File: src/core/islr_defs.svh
// register offsets, field positions and reset values of the line interface register slice
`ifndef ISLR_DEFS_SVH
`define ISLR_DEFS_SVH
`define ISLR_OFF_FS_OVIEW   8'h13
`define ISLR_OFF_IFACE_SEL  8'h04
`define ISLR_OFF_IRQ_MASK   8'h05
`define ISLR_OFF_SLIP_STAT  8'h06
`define ISLR_OFF_RD_STA     8'h30
`define ISLR_OFF_DLYL       8'h31
`define ISLR_OFF_DLYH       8'h32
`define ISLR_OFF_MS_RX      8'h34
`define ISLR_OFF_MS_DF      8'h36
`define ISLR_OFF_WR_STA     8'h38
`define ISLR_OFF_D_TX       8'h3e
`define ISLR_OFF_BAC_S_TX   8'h3f
`define ISLR_BIT_SBIT       0
`define ISLR_BIT_BAC        5
`define ISLR_BIT_FR_SYNC    4
`define ISLR_BIT_T2_EXP     5
`define ISLR_BIT_INFO0      6
`define ISLR_BIT_G2G3       7
`define ISLR_BIT_RX_RDY     4
`define ISLR_BIT_SQT_SRC    2
`define ISLR_BIT_MS_SRC     3
`define ISLR_BIT_SLIP_MSK   0
`define ISLR_RST_BYTE       8'h00
`define ISLR_DLY_HALF       5
`define ISLR_FRAME_US       250
`define ISLR_CLK_MHZ        100
`define ISLR_FRAME_CYC      (`ISLR_FRAME_US * `ISLR_CLK_MHZ)
`endif

File: src/core/islr_pkg.sv
// types shared by the line interface register slice
package islr_pkg;
  typedef struct packed {
    logic [7:0] adr;
    logic [7:0] dat;
    logic       we;
  } islr_req_t;
  typedef struct packed {
    logic [3:0] state;
    logic       fr_sync;
    logic       t2_exp;
    logic       info0;
    logic       nt_mode;
    logic       up_mode;
    logic       af0_sel;
  } islr_line_t;
endpackage : islr_pkg

File: src/core/islr_line_slot.sv
// per line interface register copy: transmit bits, g2/g3 permit, delay and multiframe capture
`include "islr_defs.svh"
module islr_line_slot
  import islr_pkg::*;
(
  input  wire logic       clk_i,
  input  wire logic       rst_i,
  input  wire logic       sel_i,
  input  wire islr_req_t  req_i,
  input  wire logic       wr_i,
  input  wire logic       rd_i,
  input  wire islr_line_t line_i,
  input  wire logic       g2g3_done_i,
  input  wire logic       dly_valid_i,
  input  wire logic [9:0] dly_count_i,
  input  wire logic       ms_rx_done_i,
  input  wire logic [3:0] ms_rx_bits_i,
  output logic [7:0]      dtx_reg,
  output logic [7:0]      bactx_reg,
  output logic [7:0]      msdf_reg,
  output logic            g2g3_reg,
  output logic [9:0]      dly_reg,
  output logic [3:0]      msrx_reg,
  output logic            rxrdy_reg,
  output logic [3:0]      force_reg,
  output logic            force_stb_reg
);
  logic wr_here;
  logic rdms_here;
  assign wr_here   = wr_i & sel_i;
  assign rdms_here = rd_i & sel_i & (req_i.adr == `ISLR_OFF_MS_RX);

  always_ff @(posedge clk_i) begin
    if (rst_i) begin
      dtx_reg   <= `ISLR_RST_BYTE;
      bactx_reg <= `ISLR_RST_BYTE;
      msdf_reg  <= `ISLR_RST_BYTE;
    end else if (wr_here) begin
      // reserved bits are kept as written; software writes zeros there
      if (req_i.adr == `ISLR_OFF_D_TX) dtx_reg <= req_i.dat;
      if (req_i.adr == `ISLR_OFF_BAC_S_TX) bactx_reg <= req_i.dat;
      if (req_i.adr == `ISLR_OFF_MS_DF) msdf_reg <= req_i.dat;
    end
  end

  // set by software, cleared by the g2 to g3 step; the step wins
  always_ff @(posedge clk_i) begin
    if (rst_i) begin
      g2g3_reg <= 1'b0;
    end else if (g2g3_done_i) begin
      g2g3_reg <= 1'b0;
    end else if (wr_here && req_i.adr == `ISLR_OFF_RD_STA && line_i.nt_mode) begin
      g2g3_reg <= req_i.dat[`ISLR_BIT_G2G3];
    end
  end

  // forced state goes out held, with a one-cycle strobe, never through the readout
  always_ff @(posedge clk_i) begin
    if (rst_i) begin
      force_reg     <= 4'h0;
      force_stb_reg <= 1'b0;
    end else begin
      force_stb_reg <= wr_here && req_i.adr == `ISLR_OFF_WR_STA;
      if (wr_here && req_i.adr == `ISLR_OFF_WR_STA) force_reg <= req_i.dat[3:0];
    end
  end

  // both halves latched from one measurement so a split read stays consistent
  always_ff @(posedge clk_i) begin
    if (rst_i) begin
      dly_reg <= 10'h000;
    end else if (dly_valid_i && line_i.nt_mode) begin
      dly_reg <= dly_count_i;
    end
  end

  always_ff @(posedge clk_i) begin
    if (rst_i) begin
      msrx_reg  <= 4'h0;
      rxrdy_reg <= 1'b0;
    end else begin
      if (ms_rx_done_i) msrx_reg <= ms_rx_bits_i;
      // a new multiframe in the clearing cycle keeps the flag set
      if (ms_rx_done_i) rxrdy_reg <= 1'b1;
      else if (rdms_here) rxrdy_reg <= 1'b0;
    end
  end
endmodule : islr_line_slot

File: src/core/islr_regs.sv
// line interface register slice: wishbone slave over four per interface register copies
// Notes on behaviour
// up mode s-bit from one of three sources; s/t mode uses it as M bit
// software writes zeros into reserved transmit register bits
// bac/s register bit 5 is the BAC bit for S/Q or T transmit
// software selects the line interface before touching array registers
// overview bits 0..3 mirror each interface's delayed frame sync selection
// any overview change raises a slip interrupt when the mask allows
// readout low nibble holds the binary activation state
// readout bits 4,5,6: frame sync, T2 expired, INFO 0 received
// bit 7 permits G2 to G3 in NT/LT mode, cleared after transition
// state is read through readout; forced only via separate write register
// round trip delay valid in NT/LT mode, refreshed every frame
// s/t mode counts framing transition delay in 1/32 bit steps
// up mode counts end of tx to start of rx in 1/32 bit steps
// delay is 10 bits: low 5 in low register, high 5 in high
// total delay is step times low plus 32 steps times high
// high register alone gives whole bit resolution
// receive nibble holds S/Q bits or four T bits in fixed order
// ready bit sets on complete multiframe; any read clears it (here only a read of the receive register 34 clears it)
// tx S/Q/T bits from bitmap when source bit 0, else BAC bit
// low and high delay fields come from the same measurement
//
// Chosen here: the Wishbone slave port.
`include "islr_defs.svh"
module islr_regs
  import islr_pkg::*;
#(
  parameter int unsigned N_IFACE   = 4,
  parameter int unsigned FRAME_CYC = `ISLR_FRAME_CYC
)(
  input  wire logic                  clk_i,
  input  wire logic                  rst_i,
  input  wire logic                  cyc_i,
  input  wire logic                  stb_i,
  input  wire logic                  we_i,
  input  wire logic [9:0]            adr_i,
  input  wire logic [3:0]            sel_i,
  input  wire logic [31:0]           dat_i,
  output logic [31:0]                dat_o,
  output logic                       ack_o,
  output logic                       err_o,
  input  wire islr_line_t [N_IFACE-1:0] line_i,
  input  wire logic [N_IFACE-1:0]    g2g3_done_i,
  input  wire logic [N_IFACE-1:0]    tx_frame_mark_i,
  input  wire logic [N_IFACE-1:0]    rx_frame_mark_i,
  input  wire logic [N_IFACE-1:0]    ms_rx_done_i,
  input  wire logic [N_IFACE*4-1:0]  ms_rx_bits_i,
  input  wire logic [N_IFACE*4-1:0]  ms_tx_bitmap_i,
  input  wire logic [N_IFACE-1:0]    ms_s_reg_i,
  output logic [N_IFACE-1:0]         sbit_tx_o,
  output logic [N_IFACE*4-1:0]       sqt_tx_o,
  output logic [N_IFACE-1:0]         g2g3_permit_o,
  output logic [N_IFACE*4-1:0]       force_state_o,
  output logic [N_IFACE-1:0]         force_stb_o,
  output logic                       slip_irq_o
);
  // refused at elaboration: the overview and select field only serve up to four copies
  if (N_IFACE < 1 || N_IFACE > 4) begin : g_bad_iface
    $error("N_IFACE must be 1..4");
  end
  if (FRAME_CYC < 64) begin : g_bad_frame
    $error("FRAME_CYC too small");
  end

  localparam int SW = (N_IFACE > 1) ? $clog2(N_IFACE) : 1;

  // wishbone decode: byte address is four times the printed index
  logic      req_v;
  logic      mapped;
  islr_req_t req;
  logic      ack_reg;
  logic      err_reg;
  assign req_v   = cyc_i & stb_i & ~ack_reg & ~err_reg;
  assign req.adr = adr_i[9:2];
  assign req.dat = dat_i[7:0];
  assign req.we  = we_i;

  always_comb begin
    case (req.adr)
      `ISLR_OFF_FS_OVIEW, `ISLR_OFF_IFACE_SEL, `ISLR_OFF_IRQ_MASK, `ISLR_OFF_SLIP_STAT,
      `ISLR_OFF_RD_STA, `ISLR_OFF_DLYL, `ISLR_OFF_DLYH, `ISLR_OFF_MS_RX,
      `ISLR_OFF_MS_DF, `ISLR_OFF_WR_STA, `ISLR_OFF_D_TX, `ISLR_OFF_BAC_S_TX: mapped = 1'b1;
      default: mapped = 1'b0;
    endcase
  end

  logic wr_go;
  logic rd_go;
  assign wr_go = req_v & mapped & we_i & sel_i[0];
  assign rd_go = req_v & mapped & ~we_i;

  always_ff @(posedge clk_i) begin
    if (rst_i) begin
      ack_reg <= 1'b0;
      err_reg <= 1'b0;
    end else begin
      ack_reg <= req_v & mapped;
      err_reg <= req_v & ~mapped;
    end
  end
  assign ack_o = ack_reg;
  assign err_o = err_reg;

  // interface select and interrupt mask registers
  logic [7:0] iface_sel_reg;
  logic [7:0] irq_mask_reg;
  always_ff @(posedge clk_i) begin
    if (rst_i) begin
      iface_sel_reg <= `ISLR_RST_BYTE;
      irq_mask_reg  <= `ISLR_RST_BYTE;
    end else if (wr_go) begin
      if (req.adr == `ISLR_OFF_IFACE_SEL) iface_sel_reg <= req.dat;
      if (req.adr == `ISLR_OFF_IRQ_MASK) irq_mask_reg <= req.dat;
    end
  end
  logic [SW-1:0] cur;
  assign cur = iface_sel_reg[SW-1:0];

  // per interface delay counters and frame timing
  logic [N_IFACE-1:0]     dly_valid;
  logic [9:0]             dly_cnt [N_IFACE];
  logic [N_IFACE-1:0]     dly_run;
  logic [7:0]             dtx   [N_IFACE];
  logic [7:0]             bactx [N_IFACE];
  logic [7:0]             msdf  [N_IFACE];
  logic [N_IFACE-1:0]     g2g3;
  logic [9:0]             dly   [N_IFACE];
  logic [3:0]             msrx  [N_IFACE];
  logic [N_IFACE-1:0]     rxrdy;
  logic [3:0]             frc   [N_IFACE];
  logic [N_IFACE-1:0]     frc_stb;
  logic [N_IFACE-1:0]     marks_tx_s1;
  logic [N_IFACE-1:0]     marks_tx_s2;
  logic [N_IFACE-1:0]     marks_rx_s1;
  logic [N_IFACE-1:0]     marks_rx_s2;
  logic [N_IFACE-1:0]     marks_tx_d;
  logic [N_IFACE-1:0]     marks_rx_d;

  // frame marks come from the line clock side: two flops first
  always_ff @(posedge clk_i) begin
    if (rst_i) begin
      marks_tx_s1 <= '0;
      marks_tx_s2 <= '0;
      marks_rx_s1 <= '0;
      marks_rx_s2 <= '0;
      marks_tx_d  <= '0;
      marks_rx_d  <= '0;
    end else begin
      marks_tx_s1 <= tx_frame_mark_i;
      marks_tx_s2 <= marks_tx_s1;
      marks_rx_s1 <= rx_frame_mark_i;
      marks_rx_s2 <= marks_rx_s1;
      marks_tx_d  <= marks_tx_s2;
      marks_rx_d  <= marks_rx_s2;
    end
  end

  // step clock: 1/32 bit is 162.8 ns (s/t) or 81.4 ns (up); kept as tick divider
  localparam int unsigned STEP_ST_PS = 162800;
  localparam int unsigned STEP_UP_PS = 81400;
  localparam int unsigned CLK_PS     = 1000000 / `ISLR_CLK_MHZ;
  localparam logic [7:0]  DIV_ST     = 8'((STEP_ST_PS + CLK_PS / 2) / CLK_PS);
  localparam logic [7:0]  DIV_UP     = 8'((STEP_UP_PS + CLK_PS / 2) / CLK_PS);
  logic [7:0] step_div [N_IFACE];

  genvar g;
  generate
    for (g = 0; g < N_IFACE; g++) begin : g_if
      logic tx_edge;
      logic rx_edge;
      logic step;
      assign tx_edge = marks_tx_s2[g] & ~marks_tx_d[g];
      assign rx_edge = marks_rx_s2[g] & ~marks_rx_d[g];
      assign step    = step_div[g] == 8'h00;

      // s/t counts framing transition to transition, up counts tx end to rx start
      always_ff @(posedge clk_i) begin
        if (rst_i) begin
          dly_run[g]   <= 1'b0;
          dly_cnt[g]   <= 10'h000;
          dly_valid[g] <= 1'b0;
          step_div[g]  <= 8'h00;
        end else begin
          dly_valid[g] <= 1'b0;
          if (tx_edge) begin
            dly_run[g]  <= 1'b1;
            dly_cnt[g]  <= 10'h000;
            step_div[g] <= line_i[g].up_mode ? DIV_UP - 8'h01 : DIV_ST - 8'h01;
          end else if (dly_run[g]) begin
            step_div[g] <= step ? (line_i[g].up_mode ? DIV_UP - 8'h01 : DIV_ST - 8'h01)
                                : step_div[g] - 8'h01;
            if (step && dly_cnt[g] != 10'h3ff) dly_cnt[g] <= dly_cnt[g] + 10'h001;
            if (rx_edge) begin
              dly_run[g]   <= 1'b0;
              dly_valid[g] <= 1'b1;
            end
          end
        end
      end

      islr_line_slot u_slot (
        .clk_i         (clk_i),
        .rst_i         (rst_i),
        .sel_i         (cur == SW'(g)),
        .req_i         (req),
        .wr_i          (wr_go),
        .rd_i          (rd_go),
        .line_i        (line_i[g]),
        .g2g3_done_i   (g2g3_done_i[g]),
        .dly_valid_i   (dly_valid[g]),
        .dly_count_i   (dly_cnt[g]),
        .ms_rx_done_i  (ms_rx_done_i[g]),
        .ms_rx_bits_i  (ms_rx_bits_i[g*4 +: 4]),
        .dtx_reg       (dtx[g]),
        .bactx_reg     (bactx[g]),
        .msdf_reg      (msdf[g]),
        .g2g3_reg      (g2g3[g]),
        .dly_reg       (dly[g]),
        .msrx_reg      (msrx[g]),
        .rxrdy_reg     (rxrdy[g]),
        .force_reg     (frc[g]),
        .force_stb_reg (frc_stb[g])
      );

      // S/Q or T source: bitmap, or BAC bit of the D register ORed with that of the bac/s register
      assign sqt_tx_o[g*4 +: 4] = msdf[g][`ISLR_BIT_SQT_SRC]
                                  ? {4{dtx[g][`ISLR_BIT_BAC] | bactx[g][`ISLR_BIT_BAC]}}
                                  : ms_tx_bitmap_i[g*4 +: 4];
      // s-bit: superframe register, D register or bac/s register; in s/t this is M
      assign sbit_tx_o[g] = ~msdf[g][`ISLR_BIT_MS_SRC] ? ms_s_reg_i[g]
                            : (dtx[g][`ISLR_BIT_SBIT] | bactx[g][`ISLR_BIT_SBIT]);
      assign g2g3_permit_o[g]          = g2g3[g];
      assign force_state_o[g*4 +: 4]   = frc[g];
      assign force_stb_o[g]            = frc_stb[g];
    end
  endgenerate

  // overview mirror and slip detection
  logic [3:0] oview;
  logic [3:0] oview_reg;
  logic       slip_reg;
  always_comb begin
    oview = 4'h0;
    for (int i = 0; i < N_IFACE; i++) oview[i] = line_i[i].af0_sel;
  end
  always_ff @(posedge clk_i) begin
    if (rst_i) begin
      oview_reg <= 4'h0;
      slip_reg  <= 1'b0;
    end else begin
      oview_reg <= oview;
      // a change arriving with the clear keeps the flag set
      if (oview != oview_reg) slip_reg <= 1'b1;
      else if (wr_go && req.adr == `ISLR_OFF_SLIP_STAT && req.dat[0]) slip_reg <= 1'b0;
    end
  end
  assign slip_irq_o = slip_reg & irq_mask_reg[`ISLR_BIT_SLIP_MSK];

  // read mux, registered for a one-cycle answer
  logic [7:0] rd_byte;
  always_comb begin
    rd_byte = 8'h00;
    case (req.adr)
      `ISLR_OFF_FS_OVIEW:  rd_byte = {4'h0, oview_reg};
      `ISLR_OFF_IFACE_SEL: rd_byte = iface_sel_reg;
      `ISLR_OFF_IRQ_MASK:  rd_byte = irq_mask_reg;
      `ISLR_OFF_SLIP_STAT: rd_byte = {7'h00, slip_reg};
      `ISLR_OFF_RD_STA:    rd_byte = {g2g3[cur], line_i[cur].info0, line_i[cur].t2_exp & line_i[cur].nt_mode,
                                      line_i[cur].fr_sync, line_i[cur].state};
      `ISLR_OFF_DLYL:      rd_byte = {3'h0, dly[cur][`ISLR_DLY_HALF-1:0]};
      `ISLR_OFF_DLYH:      rd_byte = {3'h0, dly[cur][9:`ISLR_DLY_HALF]};
      `ISLR_OFF_MS_RX:     rd_byte = {3'h0, rxrdy[cur], msrx[cur]};
      default:             rd_byte = 8'h00;
    endcase
  end
  always_ff @(posedge clk_i) begin
    if (rst_i) dat_o <= 32'h0000_0000;
    else if (rd_go) dat_o <= {24'h00_0000, rd_byte};
  end
endmodule : islr_regs

File: config.mk
export PLATFORM = sky130hd
export DESIGN_NAME = islr_regs
export DESIGN_NICKNAME = d
export VERILOG_FILES = /design/src/core/islr_pkg.sv /design/src/core/islr_line_slot.sv /design/src/core/islr_regs.sv
export VERILOG_INCLUDE_DIRS = /design/src /design/src/core
export SDC_FILE = /design/constraint.sdc
export NUM_CORES = 1
export LEC_CHECK = 0
export ABC_AREA = 1
export ABC_CLOCK_PERIOD_IN_PS = 3800
export BUFFER_PORTS_ARGS = -buffer_cell sky130_fd_sc_hd__buf_2
export CORE_MARGIN = 2
export CORE_UTILIZATION = 30
export DETAILED_ROUTE_END_ITERATION = 8
export GPL_TIMING_DRIVEN = 0
export PLACE_DENSITY = 0.54
export SYNTH_ARGS = -nofsm -noshare
export SYNTH_HDL_FRONTEND = slang
export SYNTH_SLANG_ARGS = --single-unit
File: constraint.sdc
create_clock -name clk_i -period 3.8 [get_ports clk_i]
set_input_delay 0.76 -clock clk_i [delete_from_list [all_inputs] [get_ports clk_i]]
set_output_delay 0.76 -clock clk_i [all_outputs]
set_load 0.05 [all_outputs]
==> results.txt <==
The worst clock skew was 13.6 ps. Clock tree synthesis found a total of 243 sinks. For the number of nets still failing antenna checks after routing, the log shows 0. For the post-synthesis instance area, the log shows 0.0115 mm². The number of buffers inserted for hold repair after clock tree synthesis was 0. After clock tree synthesis, the clock-pin slew on the worst setup and hold paths is 60 ps. The final period demand of the worst path was 2870 ps; the max-cap check violation count was 0. The first TritonRoute pass finished after 5 iterations.

The tools report the number of pins exceeding their max-slew limit in the final report as 0. For this block, the routed nets add up to 33.4 mm of wire. TritonCTS built the clock tree. The die is 199 µm tall.

The routed layout has 10300 vias. The type of the worst setup path was input port to flop. The finished layout holds 2246 standard cells, fillers aside.

The cell seen most often among critical-path stages was clkbuf_1. Dividing the detail-routed via count by the number of cells gives 4.58. In this run the standard cell core region covers 0.0377 mm². The Yosys step of the flow raised 0 warnings. In this run the deepest clock path goes through 3 buffers.

The die covers 0.0398 mm². The analysis attributes to net switching a power of 1.46 mW. The remaining global-route overflow was 0. The clock buffer count from CTS was 28. The clock reaches the later pin of the worst-skew pair after 540 ps.

For this block, the initial DRC count from the detailed router was 702. STA classifies the critical path startpoint as an input port. The logs give 0 for the number of gates given a new drive strength after cts and 403 ps for the worst-case hold slack.

The clock network is responsible for 44.6% of the overall power. Entering global routing, the biggest net connects 15 pins. The first global-routing pass estimated 50.6 mm of wire. The average routed wire per standard cell works out to 14.8 µm. The net switching fraction of the power was 24.4%; the register bit count reported by yosys was 243. The worst hold path terminates at marks_tx_s2[2].

Before CTS, the worst setup slack after placement is 321 ps. Detailed placement finished with a half-perimeter wire length of 25.7 mm. After detailed placement, the total cell area comes to 0.0130 mm². The run gives 3000 ps as the endpoint arrival time on the critical path. The internal power is 4.53 mW.

The library cells used most frequently in the layout, excluding fill and tap cells, are 300 x nor2_1, 214 x nand2_1, 198 x inv_1, 172 x buf_2, 171 x dfxtp_1. Per report_power, the combinational group accounts for 8.6% of the total. The area growth from synthesis to layout is 21.8%.

Input and output buffers added on the ports amount to 167. The type of the most critical hold path was flop to flop. The tools report the critical path data required time as 3920 ps.

The startpoint identified for the worst register-to-register timing path is iface_sel_reg[0]. The biggest fanout along the worst timing path is 10, and the post-synthesis instance total is 1493. Traced cell by cell, the critical path runs through clkbuf_1 > inv_2 > clkbuf_1 > clkbuf_1 > nand3_1. The maximum clock rate was 348 MHz. The placement row count is 71. The initial antenna violation count is 2, and the final number of hold-violating endpoints is 0.

Sequential cells burn 46.8% of the power. For the pin with the worst max-slew slack, the measured transition is 1270 ps. The net count of the finished layout was 1868. The run finished with clean final reports.

The register area share after synthesis was 48.8%. Once the floorplan was initialized, standard cells occupied 30.4% of the core. The post-route netlist has 15.7% of its cells at a drive strength greater than 1.

In this run the tightest slew margin relative to its limit is 14.5%. In the global route stage, overall resource usage came out at 16.3%. The layout filler cell count is 4005, and the cell area after layout is 0.0139 mm².

The synthesized area divided by synthesized cell count works out to 7.67 µm². The endpoint identified for the worst register-to-register timing path is dat_o[1]. Kind of end point of the critical path: a flop. The run gives 926 ps as the post-layout worst setup margin. The final-report setup violation count is 0.

After detailed placement, the design holds a cell count of 2194. The run gives 0 as the post-CTS setup repair buffer count. The number of cells on the worst reg-to-reg path is 10. The tools report the residual DRC count as 0. The largest individual stage delay along the critical path comes from the cell clkbuf_1. The root buffer cell was clkbuf_16. The worst hold path passes through 2 cells. At the end of routability-driven placement, the weighted congestion stood at 0.851. In this run the static leakage power is 6.17 nW. The sum of negative setup slack was 0 ps; the number of distinct library cells after synthesis was 42.

For this design the ratio of total power to cell area is 430 mW/mm². The worst register-to-register path has a setup slack of 1070 ps. The largest incremental delay on the critical path is 590 ps, and the peak ir drop on the vdd network is 0.000244 V.

The boundary pin count is 222, and the number of H-tree levels is 1. Setup repair after global routing left no endpoint under its margin. The commonest non-fill, non-tap cell in the layout was nor2_1. Of the available clock period, the critical path in the final layout requires 75.6%. Number of global-route vias before repair: 9440.

In this run the most critical hold path is launched from marks_tx_s1[2]. Horizontal extent of the die: 199 µm.
[Yosys cell counts]
cell type | number | area [µm²]
o21ai_1 | 1 | 5.00
nand3b_1 | 2 | 15.0
a31oi_1 | 3 | 18.8
nor4_1 | 1 | 6.26
xor2_1 | 20 | 175
o22ai_1 | 23 | 144
clkinv_1 | 2 | 7.51
nor3_1 | 25 | 125
ha_1 | 12 | 150
o21ai_0 | 151 | 756
o211ai_1 | 1 | 7.51
nand3_4 | 1 | 17.5
a21boi_0 | 2 | 15.0
inv_2 | 3 | 11.3
conb_1 | 1 | 3.75
o21a_1 | 3 | 22.5
o21bai_1 | 2 | 15.0
nand2_2 | 2 | 12.5
a211oi_1 | 1 | 7.51
a22oi_1 | 11 | 82.6
inv_1 | 198 | 743
nor2_1 | 300 | 1130
or2_2 | 5 | 31.3
or3_1 | 2 | 12.5
nand4_4 | 4 | 85.1
clkbuf_1 | 22 | 82.6
nand4_1 | 16 | 100
nor2_2 | 4 | 25.0
nor3b_1 | 8 | 60.1
nand3_2 | 1 | 10.0
a22o_1 | 2 | 17.5
buf_6 | 1 | 11.3
nand3_1 | 60 | 300
nor2_4 | 3 | 33.8
buf_2 | 5 | 25.0
edfxtp_1 | 72 | 2160
buf_4 | 33 | 248
dfxtp_1 | 171 | 3420
a21oi_1 | 88 | 440
nand2_1 | 214 | 803
buf_1 | 7 | 26.3
xnor2_1 | 10 | 87.6
[worst max path at each step]
stage,start,slack [ps],to,cells past startpoint
6_report,rst_i,930,dly_cnt[2][1],5
5_1_grt,rst_i,710,dly_cnt[2][1],5
3_3_place_gp,rst_i,340,dly_cnt[2][5],5
2_1_floorplan,ms_tx_bitmap_i[0],1170,sqt_tx_o[0],2
3_5_place_dp,rst_i,320,dly_cnt[2][8],5
4_1_cts,rst_i,850,dly_cnt[2][1],5
[worst max-delay path: cells and delay by family]
family	cells	cell delay, ps
buf+inv	4	1660
simple gates	1	560
[metal layers]
layer,wire [µm],part of all wire (%),track usage (%)
met5,13,0.039,0
met4,644,1.9,4.09
met3,2620,7.9,2.89
met2,15200,46,27.5
met1,14900,45,21.5
[per-stage QoR]
step / power [mW] / utilization (%)
2_1_floorplan: 3.20 / -
3_3_place_gp: 3.37 / 34.6
3_5_place_dp: 3.38 / 34.6
4_1_cts: 6.05 / 37.0
5_1_grt: 6.24 / 37.0
6_report: 5.99 / 37.0
[kinds of logic (layout without fill, tap and decap cells)]
group | count (synthesis) | in the layout | synth area share (%)
xor+xnor | 30 | 30 | 2.29
flops | 243 | 243 | 48.8
compound gates | 288 | 288 | 13.4
simple gates | 648 | 648 | 24.1
other cells | 1 | 25 | 0.0327
buf+inv | 271 | 489 | 10.1
fa+ha+maj | 12 | 12 | 1.31
[layout make-up]
class | instances | area, µm² | area share (%)
Clock buffer | 38 | 801 | 5.74
Buffer | 68 | 393 | 2.82
Antenna cell | 1 | 2.50 | 0.0179
Timing Repair Buffer | 167 | 836 | 5.99
Inverter | 203 | 762 | 5.46
Clock inverter | 13 | 128 | 0.915
Multi-Input combinational cell | 1002 | 4800 | 34.4
Sequential cell | 243 | 5590 | 40.1
Tap cell | 511 | 639 | 4.59
[power by group through the flow]
stage	sequential (mW)	clock (mW)	combinational, mW
finish	2.80	2.67	0.517
global route	2.81	2.85	0.575
CTS	2.80	2.73	0.520
detailed placement	2.86	0	0.517
global placement	2.86	0	0.513
floorplan	2.85	0	0.350
Note: power is estimated with default switching activity, not from simulation.
